==> src/verilog/edu_pkg.sv <==
// Shared constants and types for the engine / data path serial link.
// Assumes a single 100 MHz system clock at both ends of the link.
package edu_pkg;

  ////////////////////////////////////////////////////////////////////////////
  // Clock and bit rates
  localparam int CLK_FREQ_HZ   = 100_000_000;
  localparam int RATE_FAST_BPS = 187_500;
  localparam int RATE_MID_BPS  = 62_500;
  localparam int RATE_SLOW_BPS = 31_250;
  localparam int OVERSAMPLE    = 16;

  // Clocks per oversampling tick, rounded down
  localparam int DIV_FAST_INT  = CLK_FREQ_HZ / (RATE_FAST_BPS * OVERSAMPLE);
  localparam int DIV_MID_INT   = CLK_FREQ_HZ / (RATE_MID_BPS * OVERSAMPLE);
  localparam int DIV_SLOW_INT  = CLK_FREQ_HZ / (RATE_SLOW_BPS * OVERSAMPLE);
  localparam int DIV_W         = 8;
  localparam logic [DIV_W-1:0] DIV_FAST_LOAD = DIV_W'(DIV_FAST_INT - 1);
  localparam logic [DIV_W-1:0] DIV_MID_LOAD  = DIV_W'(DIV_MID_INT - 1);
  localparam logic [DIV_W-1:0] DIV_SLOW_LOAD = DIV_W'(DIV_SLOW_INT - 1);

  ////////////////////////////////////////////////////////////////////////////
  // Frame layout: start, data, parity, stop
  localparam int DATA_BITS     = 8;
  localparam int OVERHEAD_BITS = 3;
  localparam int FRAME_BITS    = DATA_BITS + OVERHEAD_BITS;
  localparam int OS_W          = 4;
  localparam int BIT_W         = 4;
  localparam logic [OS_W-1:0] OS_LAST = OS_W'(OVERSAMPLE - 1);
  localparam logic [OS_W-1:0] OS_MID  = OS_W'(OVERSAMPLE / 2 - 1);

  // Reset levels
  localparam logic LINE_IDLE = 1'b1;

  ////////////////////////////////////////////////////////////////////////////
  // Types
  typedef enum logic [1:0] {
    RATE_FAST,
    RATE_MID,
    RATE_SLOW
  } edu_rate_e;

  typedef enum logic [1:0] {
    RX_IDLE,
    RX_START,
    RX_BITS
  } edu_rx_e;

endpackage
==> src/verilog/edu_link_if.sv <==
// Four-wire serial link between the engine end and the data path end.
// Assumes both ends run from the same clock rate and rate setting.
`timescale 1ns/1ns
`default_nettype none

interface edu_link_if;
  // Serial data, idle high
  logic engine_txd;
  logic datapath_txd;
  // Ready to take a frame, active low
  logic engine_ready_n;
  logic datapath_ready_n;

  modport engine (
    output engine_txd,
    output engine_ready_n,
    input  datapath_txd,
    input  datapath_ready_n
  );

  modport datapath (
    output datapath_txd,
    output datapath_ready_n,
    input  engine_txd,
    input  engine_ready_n
  );
endinterface

`default_nettype wire

==> src/verilog/edu_datapath_end.sv <==
// Data path end of the serial link: sends commands, receives acknowledges.
// Assumes edu_serial_core compiled before this file.
`timescale 1ns/1ns
`default_nettype none

////////////////////////////////////////////////////////////////////////////////
// Data path end
module edu_datapath_end (
  input  wire logic       CLK_I,
  input  wire logic       RESET_I,
  input  wire logic [1:0] RATE_I,
  edu_link_if.datapath    link,
  input  wire logic       CMD_VALID_I,
  input  wire logic [7:0] CMD_DATA_I,
  output logic            CMD_READY_O,
  output logic            CMD_BUSY_O,
  output logic            ACK_VALID_O,
  output logic [7:0]      ACK_DATA_O,
  output logic            ACK_ERR_O,
  input  wire logic       ACK_READY_I
);
  // Transmit paced by engine ready, receive shows data path ready
  edu_serial_core #(
    .DATA_W (edu_pkg::DATA_BITS)
  ) u_core (
    .CLK_I          (CLK_I),
    .RESET_I        (RESET_I),
    .RATE_I         (RATE_I),
    .TX_LINE_O      (link.datapath_txd),
    .PEER_READY_N_I (link.engine_ready_n),
    .RX_LINE_I      (link.engine_txd),
    .OWN_READY_N_O  (link.datapath_ready_n),
    .TX_VALID_I     (CMD_VALID_I),
    .TX_DATA_I      (CMD_DATA_I),
    .TX_READY_O     (CMD_READY_O),
    .TX_BUSY_O      (CMD_BUSY_O),
    .RX_VALID_O     (ACK_VALID_O),
    .RX_DATA_O      (ACK_DATA_O),
    .RX_ERR_O       (ACK_ERR_O),
    .RX_READY_I     (ACK_READY_I)
  );
endmodule

`default_nettype wire

==> src/verilog/edu_engine_end.sv <==
// Serial frame engine shared by both link ends, and the engine end itself.
// Assumes inputs synchronous to CLK_I and a peer using the same bit rate.
//
// Contract
// - Frame opens with low start bit, then byte
// - Even parity bit, then high stop bit
// - Eleven bit periods per frame, both paths
// - Send and receive paths run independently
// - Three selectable rates, same at both ends
// - Engine sends bytes paced by data path ready
// - Engine receives bytes, shows its own ready
// - Receiver times bits from each start edge
// - Data path ready low only when it accepts
// - Engine ready low only while receiver free
`timescale 1ns/1ns
`default_nettype none

////////////////////////////////////////////////////////////////////////////////
// Frame engine: one transmitter and one receiver on a shared tick
module edu_serial_core #(
  parameter int DATA_W = edu_pkg::DATA_BITS
) (
  input  wire logic              CLK_I,
  input  wire logic              RESET_I,
  input  wire logic [1:0]        RATE_I,
  output logic                   TX_LINE_O,
  input  wire logic              PEER_READY_N_I,
  input  wire logic              RX_LINE_I,
  output logic                   OWN_READY_N_O,
  input  wire logic              TX_VALID_I,
  input  wire logic [DATA_W-1:0] TX_DATA_I,
  output logic                   TX_READY_O,
  output logic                   TX_BUSY_O,
  output logic                   RX_VALID_O,
  output logic [DATA_W-1:0]      RX_DATA_O,
  output logic                   RX_ERR_O,
  input  wire logic              RX_READY_I
);
  localparam int FRAME_W = DATA_W + edu_pkg::OVERHEAD_BITS;
  localparam int SAMP_W  = DATA_W + 2;
  localparam logic [edu_pkg::BIT_W-1:0] TX_BIT_LAST = edu_pkg::BIT_W'(FRAME_W - 1);
  localparam logic [edu_pkg::BIT_W-1:0] RX_BIT_LAST = edu_pkg::BIT_W'(SAMP_W - 1);

  // Bit counters are four bits wide
  if (DATA_W < 1 || DATA_W > 12) begin : g_bad_width
    $error("edu_serial_core: DATA_W must be 1 to 12");
  end

  typedef struct packed {
    logic [edu_pkg::DIV_W-1:0] div;
    logic                      tick;
    logic                      tx_busy;
    logic [edu_pkg::OS_W-1:0]  tx_os;
    logic [edu_pkg::BIT_W-1:0] tx_bit;
    logic [FRAME_W-1:0]        tx_sh;
    edu_pkg::edu_rx_e          rx_st;
    logic [edu_pkg::OS_W-1:0]  rx_os;
    logic [edu_pkg::BIT_W-1:0] rx_bit;
    logic [SAMP_W-1:0]         rx_sh;
    logic                      rx_prev;
    logic                      rx_full;
    logic [DATA_W-1:0]         rx_data;
    logic                      rx_err;
  } edu_core_s;

  edu_core_s                 q;
  edu_core_s                 d;
  logic [edu_pkg::DIV_W-1:0] div_load;
  logic                      tx_take;

  //////////////////////////////////////////////////////////////////////////////
  // Rate select to tick divider reload
  always_comb begin
    case (edu_pkg::edu_rate_e'(RATE_I))
      edu_pkg::RATE_FAST: div_load = edu_pkg::DIV_FAST_LOAD;
      edu_pkg::RATE_MID:  div_load = edu_pkg::DIV_MID_LOAD;
      default:            div_load = edu_pkg::DIV_SLOW_LOAD;
    endcase
  end

  // Handshakes and line outputs
  assign TX_READY_O    = !q.tx_busy && !PEER_READY_N_I;
  assign tx_take       = TX_VALID_I && TX_READY_O;
  assign TX_BUSY_O     = q.tx_busy;
  assign TX_LINE_O     = q.tx_sh[0];
  assign OWN_READY_N_O = q.rx_full;
  assign RX_VALID_O    = q.rx_full;
  assign RX_DATA_O     = q.rx_data;
  assign RX_ERR_O      = q.rx_err;

  //////////////////////////////////////////////////////////////////////////////
  // Next state
  always_comb begin
    logic [SAMP_W-1:0] sh_new;
    sh_new = {RX_LINE_I, q.rx_sh[SAMP_W-1:1]};
    d      = q;

    // Oversampling tick, 16 per bit
    d.tick = 1'b0;
    if (q.div == '0) begin
      d.div  = div_load;
      d.tick = 1'b1;
    end else begin
      d.div = q.div - edu_pkg::DIV_W'(1);
    end

    // Transmitter: load start, data, parity, stop; shift LSB first
    if (tx_take) begin
      d.tx_busy = 1'b1;
      d.tx_os   = '0;
      d.tx_bit  = '0;
      d.tx_sh   = {1'b1, ^TX_DATA_I, TX_DATA_I, 1'b0};
    end else if (q.tx_busy && q.tick) begin
      d.tx_os = q.tx_os + edu_pkg::OS_W'(1);
      if (q.tx_os == edu_pkg::OS_LAST) begin
        d.tx_sh  = {1'b1, q.tx_sh[FRAME_W-1:1]};
        d.tx_bit = q.tx_bit + edu_pkg::BIT_W'(1);
        if (q.tx_bit == TX_BIT_LAST) begin
          d.tx_busy = 1'b0;
        end
      end
    end

    // Receive holding register: consumer clear first, new byte may set
    d.rx_prev = RX_LINE_I;
    if (RX_READY_I) begin
      d.rx_full = 1'b0;
    end

    // Receiver, independent of the transmitter
    case (q.rx_st)
      edu_pkg::RX_IDLE: begin
        if (q.rx_prev && !RX_LINE_I) begin
          d.rx_st = edu_pkg::RX_START;
          d.rx_os = '0;
        end
      end
      edu_pkg::RX_START: begin
        if (q.tick) begin
          d.rx_os = q.rx_os + edu_pkg::OS_W'(1);
          if (q.rx_os == edu_pkg::OS_MID) begin
            d.rx_os  = '0;
            d.rx_bit = '0;
            // False start returns to idle
            d.rx_st  = RX_LINE_I ? edu_pkg::RX_IDLE : edu_pkg::RX_BITS;
          end
        end
      end
      edu_pkg::RX_BITS: begin
        if (q.tick) begin
          d.rx_os = q.rx_os + edu_pkg::OS_W'(1);
          if (q.rx_os == edu_pkg::OS_LAST) begin
            d.rx_sh  = sh_new;
            d.rx_bit = q.rx_bit + edu_pkg::BIT_W'(1);
            if (q.rx_bit == RX_BIT_LAST) begin
              d.rx_st = edu_pkg::RX_IDLE;
              // Frame lost when the holding register is still full
              if (!d.rx_full) begin
                d.rx_full = 1'b1;
                d.rx_data = sh_new[DATA_W-1:0];
                d.rx_err  = (^sh_new[DATA_W:0]) | !sh_new[SAMP_W-1];
              end
            end
          end
        end
      end
      default: d.rx_st = edu_pkg::RX_IDLE;
    endcase
  end

  //////////////////////////////////////////////////////////////////////////////
  // State register
  always_ff @(posedge CLK_I or posedge RESET_I) begin
    if (RESET_I) begin
      q         <= '0;
      q.tx_sh   <= '1;
      q.rx_st   <= edu_pkg::RX_IDLE;
      q.rx_prev <= edu_pkg::LINE_IDLE;
    end else begin
      q <= d;
    end
  end
endmodule


`default_nettype wire

==> src/flat_wrapper.sv <==
// flat-port wrapper written by rule: the top's interface ports become plain ports
module edu_datapath_end_flat 
  (CLK_I, RESET_I, RATE_I, CMD_VALID_I, CMD_DATA_I, CMD_READY_O, CMD_BUSY_O, ACK_VALID_O, ACK_DATA_O, ACK_ERR_O, ACK_READY_I, link_datapath_txd, link_datapath_ready_n, link_engine_txd, link_engine_ready_n);
  edu_link_if link_i ();
  input  wire logic CLK_I;
  input  wire logic RESET_I;
  input  wire logic [1:0] RATE_I;
  input  wire logic CMD_VALID_I;
  input  wire logic [7:0] CMD_DATA_I;
  output logic CMD_READY_O;
  output logic CMD_BUSY_O;
  output logic ACK_VALID_O;
  output logic [7:0] ACK_DATA_O;
  output logic ACK_ERR_O;
  input  wire logic ACK_READY_I;
  output wire logic [$bits(link_i.datapath_txd)-1:0] link_datapath_txd;
  output wire logic [$bits(link_i.datapath_ready_n)-1:0] link_datapath_ready_n;
  input wire logic [$bits(link_i.engine_txd)-1:0] link_engine_txd;
  input wire logic [$bits(link_i.engine_ready_n)-1:0] link_engine_ready_n;
  assign link_datapath_txd = link_i.datapath_txd;
  assign link_datapath_ready_n = link_i.datapath_ready_n;
  assign link_i.engine_txd = link_engine_txd;
  assign link_i.engine_ready_n = link_engine_ready_n;
  edu_datapath_end u_core (.CLK_I(CLK_I), .RESET_I(RESET_I), .RATE_I(RATE_I), .link(link_i), .CMD_VALID_I(CMD_VALID_I), .CMD_DATA_I(CMD_DATA_I), .CMD_READY_O(CMD_READY_O), .CMD_BUSY_O(CMD_BUSY_O), .ACK_VALID_O(ACK_VALID_O), .ACK_DATA_O(ACK_DATA_O), .ACK_ERR_O(ACK_ERR_O), .ACK_READY_I(ACK_READY_I));
endmodule
==> config.mk <==
export PLATFORM = sky130hd
export DESIGN_NAME = edu_datapath_end_flat
export DESIGN_NICKNAME = d
export VERILOG_FILES = /design/src/verilog/edu_pkg.sv /design/src/verilog/edu_link_if.sv /design/src/verilog/edu_datapath_end.sv /design/src/verilog/edu_engine_end.sv /design/src/flat_wrapper.sv
export SDC_FILE = /design/constraint.sdc
export NUM_CORES = 1
export LEC_CHECK = 0
export ABC_AREA = 1
export BUFFER_PORTS_ARGS = -buffer_cell sky130_fd_sc_hd__buf_2
export CORE_ASPECT_RATIO = 1.2
export CORE_UTILIZATION = 30
export CTS_CLUSTER_DIAMETER = 150
export DETAILED_ROUTE_END_ITERATION = 7
export HOLD_SLACK_MARGIN = 0.06
export SYNTH_ARGS = -nofsm -noshare
export SYNTH_HDL_FRONTEND = slang
export SYNTH_SLANG_ARGS = --single-unit
==> constraint.sdc <==
create_clock -name CLK_I -period 4.3 [get_ports CLK_I]
set_clock_uncertainty 0.15 [all_clocks]
set_input_delay 1.075 -clock CLK_I [delete_from_list [all_inputs] [get_ports CLK_I]]
set_output_delay 1.075 -clock CLK_I [all_outputs]
set_load 0.03 [all_outputs]
* Word level (Yosys, flattened, before mapping) *
Cells that the tools add are included.
Widths: inputs -> output; s select.

cells by class
  div/mod/pow operators = 0
  $mul = 0
  shift-type cells = 0
  muxes and demuxes = 25
  bitwise operators = 2
  $lt $le $gt $ge = 0
  add/subtract/negate cells = 5
  eq/ne operators = 14
  reduce and logical (&&, ||, !) cells = 24

operators by type and width
  kind                 count
  $mux 10              6
  $mux 20              3
  $add 4x1->4 const B  4
  $eq 4x4->1 const B   4
  $pmux 8 s2           1
  $mux 15              1
  $mux 14              1
  $ne 2x2->1 const B   6
  $pmux 4 s3           1
  $reduce_and 5->1     2
  $mux 9               1
  $reduce_xor 9->1     1
  $logic_not 8->1      1
  $mux 8               1
  $pmux 4 s2           1
  $reduce_bool 2->1    4
  $reduce_xor 8->1     1
  $sub 8x1->8 const B  1
  $mux 2               3
  $mux 6               1
  $pmux 2 s3           1
  $reduce_and 3->1     2
  $reduce_and 6->1     1
  $eq 2x1->1 const B   2
  11 further kinds     20

word-level totals
  memories kept = 0
  latch bits = 0
  RAM bits = 0
  word-level logic and storage cells = 84
  memory bits (read-only) = 0
  flip-flop bits (word level) = 60
  input port bits = 16

* Longest topological paths before layout *
Gate-level depths: netlist (run 1).

  depth after elaboration = 7
  mapped depth = 10
  gate-level depth less buffers = 10

* Worst setup path before layout (run 1) *
No wires, ideal clock.

  path kind = input to output
  start point = in link_engine_ready_n
  end point = out CMD_READY_O
  path buffers = 0
  data arrival time = 1.543 ns
  setup slack = 1.532 ns
  stages = 1
  cell sequence = nor2_1

between the ends
  longest elaborated chain between the ends = 2

ends and longest elaborated chain
  item               RTL line              RTL
  from (decl)        flat_wrapper.sv:19    input wire logic [$bits(link_i.engine_ready_n)-1:0] link_engine_ready_n;
  $logic_not 1->1    edu_engine_end.sv:82  assign TX_READY_O = !q.tx_busy && !PEER_READY_N_I;
  $logic_and 1x1->1  edu_engine_end.sv:82
  to (decl)          flat_wrapper.sv:10    output logic CMD_READY_O;

Every way passes these cells.

* Worst setup path after layout (run 1) *
Same ends and word-level chain as after synthesis.

==> results.toml, run 1 <==
[die]
io_pins = 30
core_sq_um = 10100
start_util_pct = 31.0
chipHeight_microns = 114
fp.dieW_microns = 95.3
num_rows = 40
die-area_sq_um = 10900

[critical_path]
crit_top_cell = "buf_2"
r2r_cells = 9
crit_path_max_incr_delay_ps = 250
critical_path.top_delay_family = "buffers and inverters"
cp-end-kind = "primary output"
worst_ep_required_time_ps = 3070
reg2reg_to = "u_core.u_core.RX_ERR_O$_DFFE_PP0P_"
reg2reg_from = "u_core.u_core.q[29]$_DFFE_PP0P_"
cp_max_fo = 2
critPathKind = "in2out"
worstPathArrival_ps = 1650
crit_chain = "buf_2 -> nor2_1 -> buf_2"
cp_slowest_cell = "buf_2"
r2r_setup_slack_ps = 1640
worst_setup_path_start_kind = "input port"
crit_buf_inv = 2

[routing]
wl_per_cell_microns = 10.5
drtIter0Drc = 39
drt_first_pass_iters = 5
ant_nets = 0
drc = 0
vias = 2344
via_per_inst = 4.42
drt-total-wl_microns = 5590

[cts]
cts_tree = "yes"
clockBufferDepth = 2
cts_buffers = 9
postCtsHoldBufs = 0
clockRootBuffer = "clkbuf_16"
htreeDepth = 3
postCtsSetupBuffers = 0
clk_latency_ps = 320
clkTransAtPathRegs_ps = 50
clock-sinks = 58
post_cts_resized = 0

[pwr]
p_per_area_nw_per_um2 = 464
total_leakage_power_nw = 1.83
peakVddDrop_mv = 0.256

[hold_path]
hold_depth = 2
min_from = "u_core.u_core.RX_DATA_O[6]$_DFFE_PP0P_"
hold_path_end = "u_core.u_core.RX_DATA_O[6]$_DFFE_PP0P_"
holdCritPathClass = "reg2reg"

[logic_synthesis]
syn_area_sq_um = 3130
synthTopCellsByCount = "nand2_1 (96), inv_1 (51), dfrtp_1 (47)"
yosys.cell_count.top_type = "nand2_1"
async_reset_ff_share_pct = 100
yosysWarnings = 0
syn_area_per_cell_sq_um = 8.43
synthTopCellsByArea = "dfrtp_1 (38%), nand2_1 (11%), dfstp_2 (9.2%), inv_1 (6.1%), ha_1 (5.2%)"
synth_seq_area_share_pct = 46.7
synth_edf_count = 0
yosysTopAreaCell = "dfrtp_1"
synth_flop_cell = "dfrtp_1"
synth-seq-cells = 58
synth_fp_nets = 401
synth_top_cell_area_share_pct = 37.5
synthCells = 372
synth_cell_types = 33

[finish]
final_cells = 530
area_growth_pct = 16.9
diodes = 0
ff_latch_area_sq_um = 1470
nFillCells = 1037
multi_input_area_sq_um = 1360
drive_gt1_share_pct = 19.3
design_area_sq_um = 3660
finalNetCount = 428

[grt]
grt_max_degree = 30
grt_pass1_vias = 2341
grt_pass1_wl_microns = 9900
groute.usage.overall_pct = 11.7
overflow = 0
antenna_found_initial = 0

[timing]
maxSlewViolCount = 0
period_needed_ps = 2870
hold_violations = 0
rsz0062_at_grt = "false"
slew_headroom_pct = 53.1
maxClockFrequency_mhz = 348
whs_ps = 326
setup_ws_ps = 1430
tightest_slew_ps = 703
finalSetupViolations = 0
setup-tns-final_ps = 0
fin_crit_sh_pct = 66.9

[placed_design]
place_ws_ps = 1400
dp_cells = 514
post_dp_cell_area_sq_um = 3340
routabilityCongestion = 0.742
io_buffer_count = 29
hpwl_microns = 3990

[run_status]
status = "completed"

[flow_run]
max-cap-violations = 0
-- cells in the final DEF, fill, tap and decap left out, types with 2 or more instances in the layout --
master	synthesis	final
nand2_1	96	96
inv_1	51	50
dfrtp_1	47	47
buf_2	3	29
o21ai_0	27	27
nor2_1	25	25
nand3_1	18	18
ha_1	13	13
xor2_1	11	11
dfstp_2	11	11
clkbuf_16	0	9
o21ai_2	8	8
nor3_1	6	6
xnor2_1	6	6
a21oi_1	5	5
o211ai_1	5	5
nand2_2	4	4
a31oi_1	4	4
nor3_4	3	3
nand4_1	3	3
nand3_2	2	2
nor2_2	2	2
inv_2	1	2
o22ai_1	2	2
clkinv_2	0	2
bufinv_16	0	2
buf_4	9	2
-- how the worst max path moves through the flow --
| stage | cells after the start | startpoint | to | slack, ps |
|---|---|---|---|---|
| after floorplan | 1 | link_engine_ready_n | CMD_READY_O | 1530 |
| after global placement | 3 | link_engine_ready_n | CMD_READY_O | 1390 |
| after detailed placement | 3 | link_engine_ready_n | CMD_READY_O | 1400 |
| after CTS | 3 | link_engine_ready_n | CMD_READY_O | 1400 |
| after global routing | 9 | u_core.u_core.q[29]$_DFFE_PP0P_ | u_core.u_core.RX_ERR_O$_DFFE_PP0P_ | 1320 |
| final | 3 | link_engine_ready_n | CMD_READY_O | 1430 |
-- stage by stage --
step / utilization [%] / power (W)
final: 36.2 / 0.00170
after CTS: 36.2 / 0.00173
after global placement: 33.1 / 0.000948
after global routing: 36.2 / 0.00180
after floorplan: - / 0.000890
after detailed placement: 33.1 / 0.000955
-- power breakdown --
part           switching (W)  leakage [nW]  internal, W
combinational       0.000163         0.943    0.0000928
sequential         0.0000398         0.734     0.000645
clock               0.000239         0.156     0.000520
-- cell families (layout without fill, tap and decap cells) --
group,count (synthesis),in the layout,synth area share (%)
and+or+nand+nor,160,160,22.6
buffers and inverters,68,100,9.82
DFF,58,58,46.7
AOI/OAI and AO/OA,55,55,10.6
xor gates and xnor gates,17,17,4.75
adders and majority gates,13,13,5.19
muxes,1,1,0.319
-- worst register-to-register path, cell delays in order (launching register included) --
cell	delay, ps
dfrtp_1	400
inv_1	110
ha_1	260
nand2_1	130
nor2_2	580
nand3_2	530
nor2_1	220
nand3_1	90
nand2_1	60
inv_1	40
-- final cells by class --
class	instances	area share, %
sequential	58	40.0
tap	126	4.30
inverter	53	5.43
multi-input combinational	246	37.2
clock inverter	5	2.12
timing repair buffer	31	4.37
clock buffer	11	6.63
-- sequential cells by signal (all words and copies together) (netlist names) --
register and cells:
u_core.u_core.q 46, u_core.u_core.RX_DATA_O 8, u_core.u_core.OWN_READY_N_O 1, u_core.u_core.RX_ERR_O 1
u_core.u_core.TX_BUSY_O 1, u_core.u_core.TX_LINE_O 1
-- per-layer routing --
| layer | track usage (%) | vias to the layer above | part of all wire (%) |
|---|---|---|---|
| met5 | 0 | - | 0 |
| met3 | 3.33 | 8 | 3.6 |
| met4 | 5.45 | 0 | 1.5 |
| met2 | 19.6 | 33 | 48 |
| li1 | - | 1224 | - |
| met1 | 13.5 | 1079 | 47 |
Power figures use the tool's default switching activity.
==> inputs of run 2 (changes only) <==
==> constraint.sdc (replaced) <==
create_clock -name CLK_I -period 3.01 [get_ports CLK_I]
set_clock_uncertainty 0.15 [all_clocks]
set_input_delay 0.7525 -clock CLK_I [delete_from_list [all_inputs] [get_ports CLK_I]]
set_output_delay 0.7525 -clock CLK_I [all_outputs]
set_load 0.03 [all_outputs]
==> run 2 against run 1 <==
Via count up 0.98%. Core utilization shrank 0.12 points. Final cell count increased by 0.19%. Die area is the same.
==> results.toml, run 2 (synthesized netlist as in run 1, its figures left out) <==
[placed_design]
routabilityCongestion = 0.816
post_dp_cell_area_sq_um = 3350
dp_cells = 515
hpwl_microns = 4030
io_buffer_count = 29

[finish]
diodes = 0
final_cells = 531
nFillCells = 1050
drive_gt1_share_pct = 19.3
final_common_cell = "nand2_1"
largest_reg_flops = 46
area_growth_pct = 16.5
design_area_sq_um = 3650
top_register = "u_core.u_core.q"
multi_input_area_sq_um = 1360
finalNetCount = 429
ff_latch_area_sq_um = 1470
final_cell_mix = "nand2_1 (96), inv_1 (50), dfrtp_1 (47)"
final_core_util_pct = 36.1

[cts]
cts_tree = "yes"
clockRootBuffer = "clkbuf_16"
postCtsHoldBufs = 0
clkTransAtPathRegs_ps = 50
cts_buffers = 9
clk_latency_ps = 320
htreeDepth = 3
clock-sinks = 58
clockBufferDepth = 2
postCtsSetupBuffers = 0
post_cts_resized = 0

[die]
num_rows = 40
io_pins = 30
fp.dieW_microns = 95.3
core_sq_um = 10100
chipHeight_microns = 114
start_util_pct = 31.0
die-area_sq_um = 10900

[routing]
ant_nets = 0
via_per_inst = 4.46
drt_first_pass_iters = 4
drc = 0
vias = 2367
wl_per_cell_microns = 10.5
drt-total-wl_microns = 5560
drtIter0Drc = 100

[critical_path]
cp_slowest_cell = "buf_2"
r2r_cells = 9
worstSetupStartpoint = "link_engine_ready_n"
worst_ep_required_time_ps = 2110
reg2reg_from = "u_core.u_core.q[29]$_DFFE_PP0P_"
crit_top_cell = "buf_2"
critPathKind = "in2out"
crit_path_max_incr_delay_ps = 250
worst_setup_path_start_kind = "input port"
reg2reg_to = "u_core.u_core.RX_ERR_O$_DFFE_PP0P_"
cp-end-kind = "primary output"
worstPathArrival_ps = 1330
r2r_setup_slack_ps = 960
crit_chain = "buf_2 -> nor2_1 -> buf_2"
endpoint = "CMD_READY_O"
cp_max_fo = 2

[timing]
tightest_slew_ps = 417
finalSetupViolations = 0
maxSlewViolCount = 0
rsz0062_at_grt = "false"
setup-tns-final_ps = 0
maxClockFrequency_mhz = 447
slew_headroom_pct = 72.2
hold_violations = 0
whs_ps = 262
period_needed_ps = 2240
fin_crit_sh_pct = 74.3

[hold_path]
holdCritPathClass = "in2async"

[grt]
grt_pass1_wl_microns = 9580
overflow = 0
groute.usage.overall_pct = 11.6
grt_max_degree = 24
antenna_found_initial = 0
grt_pass1_vias = 2198

[flow_run]
max-cap-violations = 0

[pwr]
peakVddDrop_mv = 0.367
p_per_area_nw_per_um2 = 649
total_leakage_power_nw = 1.83

[run_status]
status = "completed"
[run 2: how the worst min path moves through the flow]
stage | end | slack (ps) | cells after the start
floorplan | u_core.u_core.RX_DATA_O[0]$_DFFE_PP0P_ | 310 | 2
global placement | u_core.u_core.RX_DATA_O[7]$_DFFE_PP0P_ | 310 | 2
detailed placement | u_core.u_core.RX_DATA_O[0]$_DFFE_PP0P_ | 310 | 2
CTS | u_core.u_core.q[53]$_DFF_PP0_ | 270 | 2
global route | u_core.u_core.q[53]$_DFF_PP0_ | 290 | 2
finish | u_core.u_core.q[53]$_DFF_PP0_ | 260 | 2
[run 2: metal layers]
metal  global-route usage, %  part of all wire [%]
met2                    17.5                    46
met4                    5.45                   1.8
met3                    4.00                   3.3
met5                       0                     0
met1                    14.8                    49
[run 2: final cells by class]
type	instances	share of cell area [%]
clock buffers	13	7.13
clock inverters	3	1.10
flip-flops and latches	58	40.1
inverters	53	5.45
well taps	126	4.32
multi-input cells	246	37.3
repair buffers	32	4.59
[run 2: stage by stage]
stage	power, W	setup slack, ps
finish	0.00237	773
global route	0.00251	686
CTS	0.00241	746
detailed placement	0.00137	750
global placement	0.00135	749
floorplan	0.00127	698
[run 2: critical path, delay by kind of cell]
kind / cells / cell delay (ps)
buffers and inverters: 2 / 350
AND/OR/NAND/NOR: 1 / 230
[run 2: power by group]
part | switching [W] | leakage [nW] | internal (W)
Clock | 0.000338 | 0.150 | 0.000682
Sequential | 0.0000612 | 0.734 | 0.000922
Combinational | 0.000234 | 0.949 | 0.000134
==> inputs of run 3 (changes only) <==
--- a/config.mk
+++ b/config.mk
@@ -5,7 +5,7 @@
 export SDC_FILE = /design/constraint.sdc
 export NUM_CORES = 1
 export LEC_CHECK = 0
-export ABC_AREA = 1
+export ABC_AREA = 0
 export BUFFER_PORTS_ARGS = -buffer_cell sky130_fd_sc_hd__buf_2
 export CORE_ASPECT_RATIO = 1.2
 export CORE_UTILIZATION = 30
==> constraint.sdc (replaced) <==
create_clock -name CLK_I -period 1.8 [get_ports CLK_I]
set_clock_uncertainty 0.15 [all_clocks]
set_input_delay 0.45 -clock CLK_I [delete_from_list [all_inputs] [get_ports CLK_I]]
set_output_delay 0.45 -clock CLK_I [all_outputs]
set_load 0.03 [all_outputs]
==> run 3 against run 2 <==
The run now ends with negative setup slack left. First-iteration DRC count shrank 33%. Final cell count fell by 12%. Combinational power increased by 140%.
==> results.toml, run 3 <==
[finish]
final_cell_mix = "dfrtp_1 (46), buf_4 (37), buf_2 (29)"
multi_input_area_sq_um = 1470
final_common_cell = "dfrtp_1"
nFillCells = 909
area_growth_pct = 34.1
ff_latch_area_sq_um = 1470
drive_gt1_share_pct = 43.0
design_area_sq_um = 4000
largest_reg_flops = 46
diodes = 0
finalNetCount = 366
top_register = "u_core.u_core.q"

[critical_path]
r2r_cells = 6
worstPathArrival_ps = 1990
r2r_setup_slack_ps = -90
cp-end-kind = "register"
worst_ep_required_time_ps = 1890
worst_setup_path_start_kind = "register"
worstSetupStartpoint = "u_core.u_core.q[29]$_DFFE_PP0P_"
reg2reg_from = "u_core.u_core.q[29]$_DFFE_PP0P_"
reg2reg_to = "u_core.u_core.q[28]$_DFFE_PP0P_"
critPathKind = "reg2reg"
cp_max_fo = 7

[routing]
ant_nets = 0
via_per_inst = 4.54
wl_per_cell_microns = 11.5
drtIter0Drc = 67
drc = 0
drt_first_pass_iters = 3
vias = 2112
drt-total-wl_microns = 5340

[timing]
setup_ws_ps = -94.0
maxSlewViolCount = 0
slew_headroom_pct = 78.7
maxClockFrequency_mhz = 528
fin_crit_sh_pct = 105
whs_ps = 49.7
tightest_slew_ps = 317
finalSetupViolations = 19
rsz0062_at_grt = "true"
hold_violations = 0
period_needed_ps = 1890

[placed_design]
io_buffer_count = 29
post_dp_cell_area_sq_um = 3560
hpwl_microns = 3790
routabilityCongestion = 0.786
place_ws_ps = -151

[grt]
overflow = 0
grt_max_degree = 59
antenna_found_initial = 0
grt_pass1_wl_microns = 9700
groute.usage.overall_pct = 11.7
grt_pass1_vias = 2220

[die]
chipHeight_microns = 111
start_util_pct = 31.0
core_sq_um = 9610
die-area_sq_um = 10400
io_pins = 30
num_rows = 39
fp.dieW_microns = 93.0

[logic_synthesis]
syn_area_per_cell_sq_um = 11.1
synth_seq_area_share_pct = 49.1
synth_flop_cell = "dfrtp_1"
syn_area_sq_um = 2980
synth_top_cell_area_share_pct = 39.4
synth_cell_types = 48
synth_edf_count = 0
async_reset_ff_share_pct = 100
synthTopCellsByCount = "dfrtp_1 (47), nand2_1 (21), mux2_2 (18), xnor2_1 (18)"
synth_fp_nets = 298
synthTopCellsByArea = "dfrtp_1 (39%), dfstp_2 (9.7%), mux2_2 (6.8%), ha_1 (5.5%), xnor2_1 (5.3%)"
yosysTopAreaCell = "dfrtp_1"
yosysWarnings = 0
synthCells = 269
synth-seq-cells = 58
yosys.cell_count.top_type = "dfrtp_1"

[run_status]
status = "finished, violations left"
violations = "negative setup slack"

[cts]
clock-sinks = 58
clockBufferDepth = 2
htreeDepth = 3
clkTransAtPathRegs_ps = 60
cts_tree = "yes"
clockRootBuffer = "clkbuf_16"
postCtsHoldBufs = 0
clk_latency_ps = 320
cts_buffers = 9

[pwr]
total_power_w = 0.00452
p_per_area_nw_per_um2 = 1130
peakVddDrop_mv = 0.736
total_leakage_power_nw = 1.79

[flow_run]
max-cap-violations = 0

[hold_path]
holdCritPathClass = "in2async"
-- run 3: layout make-up --
cell class              instances  area share (%)
flip-flops and latches         58            36.6
clock inverters                 7            2.56
inverters                      12            1.28
repair buffers                 74            13.3
well taps                     123            3.85
multi-input cells             182            36.8
clock buffers                   9            5.63
-- run 3: worst max path at each step --
stage | slack, ps | endpoint
floorplan | -100 | u_core.u_core.q[28]$_DFFE_PP0P_
global placement | -110 | u_core.u_core.q[58]$_DFF_PP0_
detailed placement | -150 | u_core.u_core.q[52]$_DFF_PP0_
CTS | -110 | u_core.u_core.q[24]$_DFFE_PP0P_
global route | -170 | u_core.u_core.q[24]$_DFFE_PP0P_
finish | -90 | u_core.u_core.q[28]$_DFFE_PP0P_
-- run 3: report_power, final --
part	leakage, nW	internal (W)	switching, W
clock network	0.156	0.00122	0.000622
registers	0.730	0.00162	0.000173
logic	0.907	0.000481	0.000398
total	1.79	0.00333	0.00119
-- run 3: cell families after synthesis --
| family | Yosys count | synth area share (%) |
|---|---|---|
| AOI/OAI and AO/OA | 40 | 8.26 |
| and+or+nand+nor | 76 | 13.9 |
| DFF | 58 | 49.1 |
| muxes | 30 | 10.8 |
| buffers and inverters | 29 | 5.24 |
| adders and majority gates | 13 | 5.45 |
| xor gates and xnor gates | 23 | 7.21 |
-- run 3: metal layers --
layer	GRT usage, %	up-vias	share of wire, %
met3	2.74	14	3.4
met2	19.0	31	48
met1	14.6	1011	46
met4	5.23	0	2.3
met5	0	-	0
li1	-	1056	-
-- run 3: critical path: stages (launching register included) --
cell,delay (ps)
dfrtp_1,390
buf_6,130
ha_4,170
o21ba_2,200
a211o_1,260
or3b_4,400
o21ai_1,120
-- run 3: timing repair --
item	in CTS	in global routing
pin swaps	6	5
hold endpoints to repair	0	0
buffers inserted	3	4
setup endpoints to repair	24	34
cloned	0	0
resized for setup	15	8
-- run 3: stage by stage --
stage,instances,utilization (%),setup TNS (ps)
2_1_floorplan,269,-,-1120
3_3_place_gp,443,37.1,-1430
4_1_cts,462,41.2,-1250
3_5_place_dp,443,37.1,-2180
6_report,465,41.6,-972
5_1_grt,465,41.6,-2620
